File: src/pdsr_defines.svh
// Register offsets, field positions, reset values and timing counts of the PHY diag/status register group.
// Assumes byte addresses on a 32-bit Avalon-MM bus, one aligned word per register.
`ifndef PDSR_DEFINES_SVH
`define PDSR_DEFINES_SVH

// Printed offsets are not all multiples of four: they are indices, byte address = 4 * index
`define PDSR_IDX_LOOPBACK    12'h122
`define PDSR_IDX_DIAG        12'h124
`define PDSR_IDX_LINK        12'h126
`define PDSR_IDX_SYMERR      12'h12A
`define PDSR_IDX_IRQ_STATUS  12'h140
`define PDSR_IDX_IRQ_MASK    12'h141
`define PDSR_ADDR_W          14

`define PDSR_LOOPBACK_BIT    8
`define PDSR_LOOPBACK_RSV_HI 15
`define PDSR_LOOPBACK_RSV_LO 9
`define PDSR_LOOPBACK_RST    16'h00F4
`define PDSR_LOOPBACK_WMASK  16'hFFFC

`define PDSR_DIAG_EN_BIT     15
`define PDSR_DIAG_RSV14_BIT  14
`define PDSR_DIAG_PAIR_HI    13
`define PDSR_DIAG_PAIR_LO    12
`define PDSR_DIAG_RSV_HI     11
`define PDSR_DIAG_RSV_LO     10
`define PDSR_DIAG_RES_HI     9
`define PDSR_DIAG_RES_LO     8

`define PDSR_LINK_GIG_BIT    1
`define PDSR_LINK_FAST_BIT   0

`define PDSR_SYMERR_MAX      16'hFFFF

`define PDSR_IRQ_DONE_BIT    0
`define PDSR_IRQ_SATUR_BIT   1
`define PDSR_IRQ_LINK_BIT    2
`define PDSR_IRQ_W           3

// Cable test duration
`define PDSR_CLK_HZ          25000000
`define PDSR_DIAG_TIME_US    20
`define PDSR_DIAG_CYCLES     ((`PDSR_DIAG_TIME_US * `PDSR_CLK_HZ + 999999) / 1000000)

`endif

File: src/pdsr_pkg.sv
// Types shared by the PHY diag/status register group.
// Assumes nothing of its surroundings.
`default_nettype none
package pdsr_pkg;
  typedef enum logic [1:0] {
    PDSR_PAIR_A = 2'h0,
    PDSR_PAIR_B = 2'h1,
    PDSR_PAIR_C = 2'h2,
    PDSR_PAIR_D = 2'h3
  } pdsr_pair_type;

  typedef enum logic [1:0] {
    PDSR_CABLE_NORMAL = 2'h0,
    PDSR_CABLE_OPEN   = 2'h1,
    PDSR_CABLE_SHORT  = 2'h2,
    PDSR_CABLE_RSV    = 2'h3
  } pdsr_cable_type;

  typedef enum logic [1:0] {
    PDSR_DG_IDLE = 2'h0,
    PDSR_DG_RUN  = 2'h1,
    PDSR_DG_DONE = 2'h2
  } pdsr_diag_state_type;
endpackage
`default_nettype wire

File: src/pdsr_regs.sv
// Per-port PHY loopback, cable diagnostic, link status and symbol-error count registers.
// Assumes an Avalon-MM master on ref_clk_i, datapath inputs on the same clock, link and
// cable result inputs from the analog side arriving asynchronously.
`timescale 1ns/10ps
`default_nettype none
`include "pdsr_defines.svh"

// What this block does
// RULE1 - Loopback bit 8 returns line traffic
// RULE2 - PHY port: line receive to line transmit
// RULE3 - MAC port: transmit pins to receive pins
// RULE4 - Enable bit 15 starts test, self-clears
// RULE5 - Writing zero stops the cable test
// RULE6 - Enable reads one while test runs
// RULE7 - Bits 13:12 select pair A to D
// RULE8 - Result 9:8: normal, open, short
// RULE9 - Sixteen-bit count of symbol-error frames
// RULE10 - Counter clears on read, saturates
module pdsr_regs
  import pdsr_pkg::*;
#(
  parameter int DIAG_CYCLES = `PDSR_DIAG_CYCLES
) (
  // Clock and reset
  input  wire logic                    ref_clk_i,
  input  wire logic                    rstn_i,
  // Avalon-MM slave
  input  wire logic [`PDSR_ADDR_W-1:0] avs_address_i,
  input  wire logic                    avs_read_i,
  input  wire logic                    avs_write_i,
  input  wire logic [31:0]             avs_writedata_i,
  input  wire logic [3:0]              avs_byteenable_i,
  output var  logic [31:0]             avs_readdata_o,
  output var  logic                    avs_waitrequest_o,
  output var  logic [1:0]              avs_response_o,
  // Copper line datapath
  input  wire logic [7:0]              line_rx_data_i,
  input  wire logic                    line_rx_valid_i,
  input  wire logic [7:0]              fabric_tx_data_i,
  input  wire logic                    fabric_tx_valid_i,
  output var  logic [7:0]              line_tx_data_o,
  output var  logic                    line_tx_valid_o,
  output var  logic [7:0]              fabric_rx_data_o,
  output var  logic                    fabric_rx_valid_o,
  // External MAC port interface datapath
  input  wire logic [7:0]              mac_txd_i,
  input  wire logic                    mac_tx_en_i,
  input  wire logic [7:0]              mac_fabric_data_i,
  input  wire logic                    mac_fabric_valid_i,
  output var  logic [7:0]              mac_rxd_o,
  output var  logic                    mac_rx_dv_o,
  output var  logic                    mac_loopback_o,
  // Receive error events
  input  wire logic                    receive_symbol_error_i,
  input  wire logic                    rx_frame_end_i,
  // Analog cable tester and link monitor (inputs asynchronous, outputs registered on ref_clk_i)
  input  wire logic                    cable_done_i,
  input  wire logic [1:0]              cable_result_i,
  input  wire logic                    link_gig_i,
  input  wire logic                    link_fast_i,
  output var  logic                    cable_test_run_o,
  output var  logic [1:0]              cable_pair_o,
  // Interrupt
  output var  logic                    irq_o
);

  localparam logic [31:0] DIAG_CNT = DIAG_CYCLES;

  logic [15:0]               loop_q;
  logic                      diag_en_q;
  logic                      diag_rsv14_q;
  pdsr_pair_type             pair_q;
  logic [1:0]                diag_rsv_q;
  pdsr_cable_type            result_q;
  pdsr_diag_state_type       dg_state_q;
  logic [31:0]               dg_cnt_q;
  logic [15:0]               symerr_q;
  logic                      frame_err_q;
  logic [`PDSR_IRQ_W-1:0]    irq_stat_q;
  logic [`PDSR_IRQ_W-1:0]    irq_mask_q;
  logic                      ack_q;
  logic [3:0]                async_sync;
  logic                      done_sync;
  logic [1:0]                res_sync;
  logic                      gig_sync;
  logic                      fast_sync;
  logic                      gig_prev_q;
  logic                      fast_prev_q;

  // Word index from byte address; low two bits are ignored
  function automatic logic [11:0] word_idx(input logic [`PDSR_ADDR_W-1:0] a);
    return a[`PDSR_ADDR_W-1:2];
  endfunction

  function automatic logic [15:0] merge16(input logic [15:0] old, input logic [31:0] wd,
                                          input logic [3:0] be);
    logic [15:0] r;
    r = old;
    if (be[0]) begin
      r[7:0] = wd[7:0];
    end
    if (be[1]) begin
      r[15:8] = wd[15:8];
    end
    return r;
  endfunction

  pdsr_sync3 #(
    .W(4)
  ) u_sync (
    .ref_clk_i (ref_clk_i),
    .rstn_i    (rstn_i),
    .async_i   ({cable_done_i, cable_result_i, link_gig_i}),
    .sync_o    (async_sync)
  );

  pdsr_sync3 #(
    .W(1)
  ) u_sync_fast (
    .ref_clk_i (ref_clk_i),
    .rstn_i    (rstn_i),
    .async_i   (link_fast_i),
    .sync_o    (fast_sync)
  );

  assign done_sync = async_sync[3];
  assign res_sync  = async_sync[2:1];
  assign gig_sync  = async_sync[0];

  logic        acc;
  logic        wr_acc;
  logic        rd_acc;
  logic [11:0] idx;
  logic [15:0] wdiag;
  assign acc    = (avs_read_i || avs_write_i) && !ack_q;
  assign wr_acc = avs_write_i && !ack_q;
  assign rd_acc = avs_read_i && !ack_q;
  assign idx    = word_idx(avs_address_i);
  assign wdiag  = merge16({diag_en_q, diag_rsv14_q, pair_q, diag_rsv_q, result_q, 8'h00},
                          avs_writedata_i, avs_byteenable_i);

  // One wait state: waitrequest drops for one cycle after a request is seen
  always_ff @(posedge ref_clk_i or negedge rstn_i) begin
    if (!rstn_i) begin
      ack_q             <= 1'b0;
      avs_waitrequest_o <= 1'b1;
    end else begin
      ack_q             <= acc;
      avs_waitrequest_o <= !acc;
    end
  end

  always_ff @(posedge ref_clk_i or negedge rstn_i) begin
    if (!rstn_i) begin
      avs_readdata_o <= 32'h0000_0000;
      avs_response_o <= 2'h0;
    end else if (acc) begin
      avs_readdata_o <= 32'h0000_0000;
      avs_response_o <= 2'h0;
      if (idx == `PDSR_IDX_LOOPBACK) begin
        avs_readdata_o[15:0] <= loop_q;
      end else if (idx == `PDSR_IDX_DIAG) begin
        avs_readdata_o[15:0] <= {diag_en_q, diag_rsv14_q, pair_q, diag_rsv_q, result_q, 8'h00};
      end else if (idx == `PDSR_IDX_LINK) begin
        avs_readdata_o[15:0] <= {14'h0000, gig_sync, fast_sync};
      end else if (idx == `PDSR_IDX_SYMERR) begin
        avs_readdata_o[15:0] <= symerr_q;
      end else if (idx == `PDSR_IDX_IRQ_STATUS) begin
        avs_readdata_o[`PDSR_IRQ_W-1:0] <= irq_stat_q;
      end else if (idx == `PDSR_IDX_IRQ_MASK) begin
        avs_readdata_o[`PDSR_IRQ_W-1:0] <= irq_mask_q;
      end else begin
        avs_response_o <= 2'h2;
      end
    end
  end

  // RULE1 loopback control storage
  always_ff @(posedge ref_clk_i or negedge rstn_i) begin
    if (!rstn_i) begin
      loop_q <= `PDSR_LOOPBACK_RST;
    end else if (wr_acc && idx == `PDSR_IDX_LOOPBACK) begin
      // Bit 0 is read-only, bit 1 clears on read and is kept at zero here
      loop_q <= merge16(loop_q, avs_writedata_i, avs_byteenable_i) & `PDSR_LOOPBACK_WMASK | 16'h0000;
    end
  end

  // RULE2 line receive looped to line transmit
  always_ff @(posedge ref_clk_i or negedge rstn_i) begin
    if (!rstn_i) begin
      line_tx_data_o    <= 8'h00;
      line_tx_valid_o   <= 1'b0;
      fabric_rx_data_o  <= 8'h00;
      fabric_rx_valid_o <= 1'b0;
    end else if (loop_q[`PDSR_LOOPBACK_BIT]) begin
      line_tx_data_o    <= line_rx_data_i;
      line_tx_valid_o   <= line_rx_valid_i;
      fabric_rx_data_o  <= 8'h00;
      fabric_rx_valid_o <= 1'b0;
    end else begin
      line_tx_data_o    <= fabric_tx_data_i;
      line_tx_valid_o   <= fabric_tx_valid_i;
      fabric_rx_data_o  <= line_rx_data_i;
      fabric_rx_valid_o <= line_rx_valid_i;
    end
  end

  // RULE3 MAC transmit pins looped to receive pins
  always_ff @(posedge ref_clk_i or negedge rstn_i) begin
    if (!rstn_i) begin
      mac_rxd_o      <= 8'h00;
      mac_rx_dv_o    <= 1'b0;
      mac_loopback_o <= 1'b0;
    end else begin
      mac_loopback_o <= loop_q[`PDSR_LOOPBACK_BIT];
      if (loop_q[`PDSR_LOOPBACK_BIT]) begin
        mac_rxd_o   <= mac_txd_i;
        mac_rx_dv_o <= mac_tx_en_i;
      end else begin
        mac_rxd_o   <= mac_fabric_data_i;
        mac_rx_dv_o <= mac_fabric_valid_i;
      end
    end
  end

  // RULE7 pair select and reserved writable bits
  always_ff @(posedge ref_clk_i or negedge rstn_i) begin
    if (!rstn_i) begin
      pair_q       <= PDSR_PAIR_A;
      diag_rsv14_q <= 1'b0;
      diag_rsv_q   <= 2'h0;
    end else if (wr_acc && idx == `PDSR_IDX_DIAG) begin
      pair_q       <= pdsr_pair_type'(wdiag[`PDSR_DIAG_PAIR_HI:`PDSR_DIAG_PAIR_LO]);
      diag_rsv14_q <= wdiag[`PDSR_DIAG_RSV14_BIT];
      diag_rsv_q   <= wdiag[`PDSR_DIAG_RSV_HI:`PDSR_DIAG_RSV_LO];
    end
  end

  // RULE4 cable test launch and self-clear
  always_ff @(posedge ref_clk_i or negedge rstn_i) begin
    if (!rstn_i) begin
      dg_state_q <= PDSR_DG_IDLE;
      diag_en_q  <= 1'b0;
      dg_cnt_q   <= 32'h0000_0000;
      result_q   <= PDSR_CABLE_NORMAL;
    end else begin
      case (dg_state_q)
        PDSR_DG_IDLE: begin
          if (wr_acc && idx == `PDSR_IDX_DIAG && wdiag[`PDSR_DIAG_EN_BIT]) begin
            dg_state_q <= PDSR_DG_RUN;
            diag_en_q  <= 1'b1;
            dg_cnt_q   <= 32'h0000_0000;
          end
        end
        PDSR_DG_RUN: begin
          dg_cnt_q <= dg_cnt_q + 32'h0000_0001;
          // RULE5 writing zero aborts
          if (wr_acc && idx == `PDSR_IDX_DIAG && !wdiag[`PDSR_DIAG_EN_BIT]) begin
            dg_state_q <= PDSR_DG_IDLE;
            diag_en_q  <= 1'b0;
          end else if (done_sync || dg_cnt_q >= DIAG_CNT - 32'h0000_0001) begin
            // RULE8 latch open/short result
            result_q   <= pdsr_cable_type'(res_sync);
            dg_state_q <= PDSR_DG_DONE;
            // RULE6 enable reads zero when done
            diag_en_q  <= 1'b0;
          end
        end
        PDSR_DG_DONE: begin
          dg_state_q <= PDSR_DG_IDLE;
        end
        default: begin
          dg_state_q <= PDSR_DG_IDLE;
        end
      endcase
    end
  end

  always_ff @(posedge ref_clk_i or negedge rstn_i) begin
    if (!rstn_i) begin
      cable_test_run_o <= 1'b0;
      cable_pair_o     <= 2'h0;
    end else begin
      cable_test_run_o <= (dg_state_q == PDSR_DG_RUN);
      cable_pair_o     <= pair_q;
    end
  end

  // RULE9 flag an errored frame, count at its end
  always_ff @(posedge ref_clk_i or negedge rstn_i) begin
    if (!rstn_i) begin
      frame_err_q <= 1'b0;
    end else if (rx_frame_end_i) begin
      frame_err_q <= 1'b0;
    end else if (receive_symbol_error_i) begin
      frame_err_q <= 1'b1;
    end
  end

  logic frame_hit;
  assign frame_hit = rx_frame_end_i && (frame_err_q || receive_symbol_error_i);

  // RULE10 clear on read, count wins a tie, saturate
  always_ff @(posedge ref_clk_i or negedge rstn_i) begin
    if (!rstn_i) begin
      symerr_q <= 16'h0000;
    end else if (rd_acc && idx == `PDSR_IDX_SYMERR) begin
      symerr_q <= frame_hit ? 16'h0001 : 16'h0000;
    end else if (frame_hit && symerr_q != `PDSR_SYMERR_MAX) begin
      symerr_q <= symerr_q + 16'h0001;
    end
  end

  logic [`PDSR_IRQ_W-1:0] irq_ev;
  assign irq_ev = {(gig_sync != gig_prev_q) || (fast_sync != fast_prev_q),
                   frame_hit && symerr_q == 16'hFFFE,
                   dg_state_q == PDSR_DG_RUN && diag_en_q && (done_sync || dg_cnt_q >= DIAG_CNT - 32'h0000_0001)};

  always_ff @(posedge ref_clk_i or negedge rstn_i) begin
    if (!rstn_i) begin
      gig_prev_q  <= 1'b0;
      fast_prev_q <= 1'b0;
    end else begin
      gig_prev_q  <= gig_sync;
      fast_prev_q <= fast_sync;
    end
  end

  // Sticky status: a new event wins over a write-one-to-clear
  always_ff @(posedge ref_clk_i or negedge rstn_i) begin
    if (!rstn_i) begin
      irq_stat_q <= '0;
    end else if (wr_acc && idx == `PDSR_IDX_IRQ_STATUS && avs_byteenable_i[0]) begin
      irq_stat_q <= (irq_stat_q & ~avs_writedata_i[`PDSR_IRQ_W-1:0]) | irq_ev;
    end else begin
      irq_stat_q <= irq_stat_q | irq_ev;
    end
  end

  always_ff @(posedge ref_clk_i or negedge rstn_i) begin
    if (!rstn_i) begin
      irq_mask_q <= '0;
    end else if (wr_acc && idx == `PDSR_IDX_IRQ_MASK && avs_byteenable_i[0]) begin
      irq_mask_q <= avs_writedata_i[`PDSR_IRQ_W-1:0];
    end
  end

  always_ff @(posedge ref_clk_i or negedge rstn_i) begin
    if (!rstn_i) begin
      irq_o <= 1'b0;
    end else begin
      irq_o <= |(irq_stat_q & irq_mask_q);
    end
  end

  // Assertions
  loop_line_a: assert property (@(posedge ref_clk_i) disable iff (!rstn_i) // RULE2
    loop_q[`PDSR_LOOPBACK_BIT] |=> line_tx_data_o == $past(line_rx_data_i) && !fabric_rx_valid_o)
    else $error("line loopback path wrong");
  loop_mac_a: assert property (@(posedge ref_clk_i) disable iff (!rstn_i) // RULE3
    loop_q[`PDSR_LOOPBACK_BIT] |=> mac_rxd_o == $past(mac_txd_i) && mac_rx_dv_o == $past(mac_tx_en_i))
    else $error("mac loopback path wrong");
  loop_normal_a: assert property (@(posedge ref_clk_i) disable iff (!rstn_i) // RULE1
    !loop_q[`PDSR_LOOPBACK_BIT] |=> line_tx_data_o == $past(fabric_tx_data_i) && !mac_loopback_o)
    else $error("normal path wrong");
  diag_start_a: assert property (@(posedge ref_clk_i) disable iff (!rstn_i) // RULE4
    dg_state_q == PDSR_DG_IDLE && wr_acc && idx == `PDSR_IDX_DIAG && wdiag[15] |=> diag_en_q ##1 cable_test_run_o)
    else $error("cable test did not start");
  diag_stop_a: assert property (@(posedge ref_clk_i) disable iff (!rstn_i) // RULE5
    dg_state_q == PDSR_DG_RUN && wr_acc && idx == `PDSR_IDX_DIAG && !wdiag[15] |=>
      !diag_en_q && dg_state_q == PDSR_DG_IDLE)
    else $error("cable test did not stop");
  diag_busy_a: assert property (@(posedge ref_clk_i) disable iff (!rstn_i) // RULE6
    diag_en_q == (dg_state_q == PDSR_DG_RUN))
    else $error("busy bit disagrees with test state");
  diag_pair_a: assert property (@(posedge ref_clk_i) disable iff (!rstn_i) // RULE7
    wr_acc && idx == `PDSR_IDX_DIAG |=> ##1 cable_pair_o == $past(wdiag[13:12], 2))
    else $error("pair select not applied");
  diag_result_a: assert property (@(posedge ref_clk_i) disable iff (!rstn_i) // RULE8
    dg_state_q == PDSR_DG_DONE |-> result_q == $past(res_sync))
    else $error("result not latched at completion");
  cnt_inc_a: assert property (@(posedge ref_clk_i) disable iff (!rstn_i) // RULE9
    frame_hit && !(rd_acc && idx == `PDSR_IDX_SYMERR) && symerr_q != 16'hFFFF |=>
      symerr_q == $past(symerr_q) + 16'h0001)
    else $error("errored frame not counted");
  cnt_clear_a: assert property (@(posedge ref_clk_i) disable iff (!rstn_i) // RULE10
    rd_acc && idx == `PDSR_IDX_SYMERR && !frame_hit |=> symerr_q == 16'h0000)
    else $error("counter not cleared by read");
endmodule
`default_nettype wire

File: src/pdsr_sync3.sv
// Three-stage pin synchroniser with agreement filter.
// Assumes an asynchronous input; output changes once stages two and three agree.
`timescale 1ns/10ps
`default_nettype none
`include "pdsr_defines.svh"
module pdsr_sync3 #(
  parameter int W = 1
) (
  // Clock and reset
  input  wire logic         ref_clk_i,
  input  wire logic         rstn_i,
  // Data
  input  wire logic [W-1:0] async_i,
  output var  logic [W-1:0] sync_o
);
  logic [W-1:0] s1_q;
  logic [W-1:0] s2_q;
  logic [W-1:0] s3_q;

  always_ff @(posedge ref_clk_i or negedge rstn_i) begin
    if (!rstn_i) begin
      s1_q <= '0;
      s2_q <= '0;
      s3_q <= '0;
    end else begin
      s1_q <= async_i;
      s2_q <= s1_q;
      s3_q <= s2_q;
    end
  end

  // Per bit: only take a level both later stages agree on
  always_ff @(posedge ref_clk_i or negedge rstn_i) begin
    if (!rstn_i) begin
      sync_o <= '0;
    end else begin
      for (int i = 0; i < W; i++) begin
        if (s2_q[i] == s3_q[i]) begin
          sync_o[i] <= s3_q[i];
        end
      end
    end
  end
endmodule
`default_nettype wire
File: config.mk
export PLATFORM = sky130hd
export DESIGN_NAME = pdsr_regs
export DESIGN_NICKNAME = d
export VERILOG_FILES = /design/src/pdsr_pkg.sv /design/src/pdsr_regs.sv /design/src/pdsr_sync3.sv
export VERILOG_INCLUDE_DIRS = /design/src
export SDC_FILE = /design/constraint.sdc
export NUM_CORES = 1
export LEC_CHECK = 0
export BUFFER_PORTS_ARGS = -buffer_cell sky130_fd_sc_hd__buf_2
export CAP_MARGIN = 20
export CORE_ASPECT_RATIO = 0.8
export CORE_UTILIZATION = 46
export CTS_CLUSTER_SIZE = 40
export DETAILED_ROUTE_END_ITERATION = 10
export PLACE_DENSITY_LB_ADDON = 0.25
export SETUP_SLACK_MARGIN = 0.15
export SYNTH_ARGS = -nofsm -noshare
export SYNTH_HDL_FRONTEND = slang
export SYNTH_SLANG_ARGS = --single-unit
File: constraint.sdc
create_clock -name ref_clk_i -period 2.6 [get_ports ref_clk_i]
set_input_delay 0.26 -clock ref_clk_i [delete_from_list [all_inputs] [get_ports ref_clk_i]]
set_output_delay 0.26 -clock ref_clk_i [all_outputs]
set_load 0.01 [all_outputs]
### Word-level counts from Yosys, hierarchy flattened

Index checks and enable logic that the tools add are counted.

* reduce and logical (&&, ||, !) cells: 36
* equality and inequality tests: 18
* bitwise gates (word level): 6
* muxes and demuxes: 36
* $add $sub $neg: 2
* $lt $le $gt $ge: 1

Operators with widths (count)
* 16-bit two-way mux: 5
* 12-bit by 9-bit == test with 1-bit output, second input constant: 6
* 32-bit one-hot mux with 2 select lines: 1
* 32-bit by 1-bit adder with 32-bit output, second input constant: 1
* 32-bit by 9-bit >= comparator with 1-bit output, second input constant: 1
* 32-bit two-way mux: 1
* 8-bit two-way mux: 4
* 2-bit two-way mux: 9
* 1-bit logical AND: 17
* 16-bit by 1-bit adder with 16-bit output, second input constant: 1
* 16-bit == test, second input constant: 1
* 16-bit inequality test, second input constant: 1
* 13-bit two-way mux: 1
* 3-bit two-way mux: 4
* 2-bit AND reduction: 5
* 1-bit two-way mux: 9
* 3-bit AND: 2
* 3-bit OR: 2
* 3-bit AND reduction: 2
* 2-bit nonzero test: 3
* 1-bit == test: 5
* 1-bit logical OR: 4
* 2-bit one-hot mux with 2 select lines: 1
* 1-bit zero test: 3
* 9 further kinds: 10

* register bits after elaboration: 153
* input bits: 97
* word-level logic and storage cells: 139
* output and inout bits: 67

### Longest topological paths before layout

* depth in word-level cells: 7
* depth in mapped cells: 8
* gate-level depth less buffers: 6

### Hierarchy

Synthesis repeated with hierarchy kept, for this count alone.

* cells, all modules: 629
* area, all modules: 7046.8 um^2

By module, submodules not included
* pdsr_regs: cells each 604, instances 1, seq. area each 3310.7 um^2, area an instance 6490.0 um^2
* pdsr_sync3 at u_sync: cells each 20, instances 1, seq. area each 400.4 um^2, area an instance 445.4 um^2
* pdsr_sync3 at u_sync_fast: cells each 5, instances 1, seq. area each 100.1 um^2, area an instance 111.4 um^2

### Least setup slack after synthesis

OpenSTA, ideal clock, no wires.

* path type: in2reg
* from: in avs_address_i[6]
* to: reg loop_q[10]
* arrival time: 2.106 ns
* required time: 2.475 ns
* stages: 6
* buffers on the path: 1
* slack: 0.369 ns
* setup time: 0.125 ns
* cells stage by stage: or4b_4 -> or3_1 -> nor3_1 -> and3_1 -> buf_4 -> mux2_2

* word-level cells in the longest chain between the ends: 3

Ends and longest elaborated chain
* start: declaration: line pdsr_regs.sv:28 `` input wire logic [`PDSR_ADDR_W-1:0] avs_address_i, ``
* 12-bit by 9-bit == test with 1-bit output (no source line)
* 1-bit logical AND (no source line)
* 2-bit AND reduction (no source line)
* end signal: assignment: line pdsr_regs.sv:181 `` loop_q <= `PDSR_LOOPBACK_RST; ``
* end signal: assignment: line pdsr_regs.sv:184 `` loop_q <= merge16(loop_q, avs_writedata_i, avs_byteenable_i) & `PDSR_LOOPBACK_WMASK | 16'h0000; ``
* end: declaration: line pdsr_regs.sv:69 `logic [15:0] loop_q;`

No other way between the ends.
A chain may end at the register's enable or synchronous reset.

### Worst setup path after layout

* from: in avs_address_i[6]
* to: reg loop_q[9]

Same word-level chain as after synthesis.

==> metrics <==
Max Cap Viol 0; vias per cell 5.75; H-tree depth 4; placed cells 949; Worst Setup Start Kind input pin; synthesized area 0.00702 mm2; reg2reg end dg_cnt_q[29]$_DFFE_PN0P_; largest net degree at the start of global routing 69; Yosys cell types 63; Yosys reg bits 152; total CTS buffers 17; Worst R2R Start ack_q$_DFF_PN0_; share of layout cells above drive strength 1 30.1%; Synth Warn # 0; LEAKAGE 3.88 nW; Peak Freq 476 MHz; Port Buffers 126; sink of the worst hold path mac_rxd_o[4]$_DFF_PN0_; Clock Tree Root clkbuf_16; Yosys top cell area share 52.0%; period utilization 80.9%; area grow syn2layout 22.2%; I/O pin count 164; clock latency on the worst-skew pair 0.43 ns; die area 0.0158 mm2; Die Ht 113 um; FP Rows 39; worst setup path class input pin to flop; FF+latch area 0.00381 mm2; top post-synthesis cells by area dfrtp_1 52%, mux2_2 6.9%, a21oi_1 3.0%; Worst setup EP type flop; worst hold path depth 2; initial antenna violation count 0; wire per inst 17.2 um; multi-input logic area 0.00297 mm2; Fin. Hold Viols 0; Routed Antenna Nets 0; Synth async-reset ratio 100%; final WL 17.0 mm; syn avg cell area 10.9 um2; setup_tns 0 ns; DP HPWL 12.0 mm; Hold Buf Count CTS 7; crit path DAT 2.41 ns; slew margin rel. 34.7%; Core Region 0.0146 mm2; Slew @ Worst Pin 0.979 ns; Power Dens Cells 645 mW/mm2; Initial Util 48.1%; Seq/Total Area, Yosys 54.3%; residual overflow from global routing 0; R2R setup slack 0.50 ns; Initial DRC Count 367; first-pass GRT wire length 28.5 mm; # diodes 0; CP startpoint avs_address_i[6]; Yosys top cell by area dfrtp_1; Setup-failing EPs final 0; via count of the first global-routing pass 5,612; fillcell total 1,199; setup bufs post-CTS 0; die width 140 um; Overall Global Routing Usage 23.4%; clock period minus worst slack 2.10 ns; clk buf depth 2; CP required 2.91 ns; vias 5,683; Nets 891; gpl congestion 0.891; most common flop cell mapped by yosys dfrtp_1; CTS clk-pin slew, worst paths 0.06 ns; Hold Path Class input pin to flop; CP Max Fanout 8; RSZ-0062 raised after global routing false; Resized Gates After CTS 0; FF-to-FF path depth 6; number of flops mapped to enable cells by yosys 0; maximum vdd ir drop 626 uV; DRC viols 0; status finished clean; Worst Skew 0.0108 ns; router iterations before antenna repair 5; number of clock sinks 152; fin cells 988; Cells after Synth 646; TritonCTS clock tree built; HP Start mac_fabric_data_i[4]; Max Slew Vio Count 0
Yosys cell counts, drive strengths merged, types with 3 or more instances:
cell type,instances
dfstp,6
a221oi,5
and2,3
maj3,5
a2bb2oi,8
nand2,40
a21oi,43
or4,14
mux2,43
nand4,18
nor2,40
inv,11
and4,4
nor2b,14
or3,14
buf,22
nor3,14
ha,3
a22o,4
nand4bb,3
o21ai,36
o31ai,15
nand3,22
mux2i,4
nor4b,3
and3,12
dfrtp,146
nor4,13
a211oi,4
clkbuf,26
o21a,5
xnor2,12
or2,3
metal layers:
layer | track usage [%] | wire length (um) | up-vias
met5 | 0 | 0 | -
met4 | 8.42 | 274 | 0
met3 | 5.97 | 1200 | 24
met2 | 34.6 | 7310 | 255
met1 | 33.2 | 8200 | 2760
li1 | - | - | 2644
flip-flops by register name, indices dropped and copies added, names as in the netlist, 3 cells and up:
register and count:
mac_rxd_o 8, dg_cnt_q 32, irq_stat_q 3, u_sync.s2_q 4, symerr_q 16, u_sync.s1_q 4, loop_q 14, u_sync.sync_o 4
irq_mask_q 3, avs_readdata_o 16, u_sync.s3_q 4, line_tx_data_o 8, fabric_rx_data_o 8
logic make-up (layout without fill, tap and decap cells):
group	after synthesis	count (layout)	share of synthesized area, %
simple gates	226	226	18.2
compound gates	139	139	12.7
xor+xnor	14	14	1.75
fa+ha+maj	8	8	1.25
buf+inv	59	201	4.28
other cells	1	17	0.0534
flops	152	152	54.3
mux	47	47	7.46
worst max-delay path by stage:
stage / endpoint / slack (ns) / cells past startpoint
after CTS: dg_cnt_q[29]$_DFFE_PN0P_ / 0.49 / 6
after global routing: symerr_q[0]$_DFFE_PN0P_ / 0.24 / 5
after global placement: loop_q[8]$_DFFE_PN0P_ / 0.10 / 7
after detailed placement: loop_q[14]$_DFFE_PN0P_ / 0.07 / 7
after floorplan: loop_q[10]$_DFFE_PN0P_ / 0.37 / 6
final: loop_q[9]$_DFFE_PN0P_ / 0.50 / 7
metrics by stage:
stage          hold slack [ns]  worst slack [ns]  utilization, %  total power, mW  area, um2
2_1_floorplan          -0.0356             0.369               -             2.85       7080
3_3_place_gp             0.287             0.102            54.3             3.06       7920
3_5_place_dp             0.296            0.0742            54.3             3.08       7920
4_1_cts                 0.0357             0.490            58.8             5.59       8580
5_1_grt                 0.0436             0.244            58.8             5.75       8580
6_report                0.0554             0.498            58.8             5.53       8580
report_power, final:
group | total, mW | switching, mW | internal (mW)
Sequential | 2.59 | 0.121 | 2.47
Clock | 2.48 | 1.04 | 1.44
Combinational | 0.463 | 0.264 | 0.198
Total | 5.53 | 1.43 | 4.11
cell type report:
class	count	area share [%]
clock buffer	17	4.96
tap	184	2.68
inverter	11	0.481
multi-input combinational	451	34.6
timing repair buffer	158	10.9
sequential	152	44.4
clock inverter	15	1.95
worst max-delay path, cell delays in order:
cell,delay [ns]
buf_2,0.10
or4b_4,0.58
or3_1,0.42
nor3_1,0.30
and3_1,0.27
buf_12,0.14
mux2_2,0.33
layout by cell type, fill, tap and decap left out, types with 4 or more instances in the layout:
cell type / count
dfrtp_1: 146
buf_2: 125
mux2_2: 43
a21oi_1: 42
nor2_1: 40
nand2_1: 40
o21ai_0: 36
nand3_1: 22
buf_4: 22
nand4_1: 18
conb_1: 17
clkbuf_16: 17
o31ai_1: 15
or4_1: 14
or3_1: 14
nor2b_1: 14
nor3_1: 13
and3_1: 12
xnor2_1: 12
inv_1: 11
nor4_1: 11
a2bb2oi_1: 8
dlygate4sd3_1: 7
dfstp_2: 6
o21a_1: 5
maj3_1: 5
a221oi_1: 5
inv_6: 5
and4_1: 4
a22o_1: 4
a211oi_1: 4
mux2i_1: 4
clkinv_4: 4
Power figures use the tool's default switching activity.
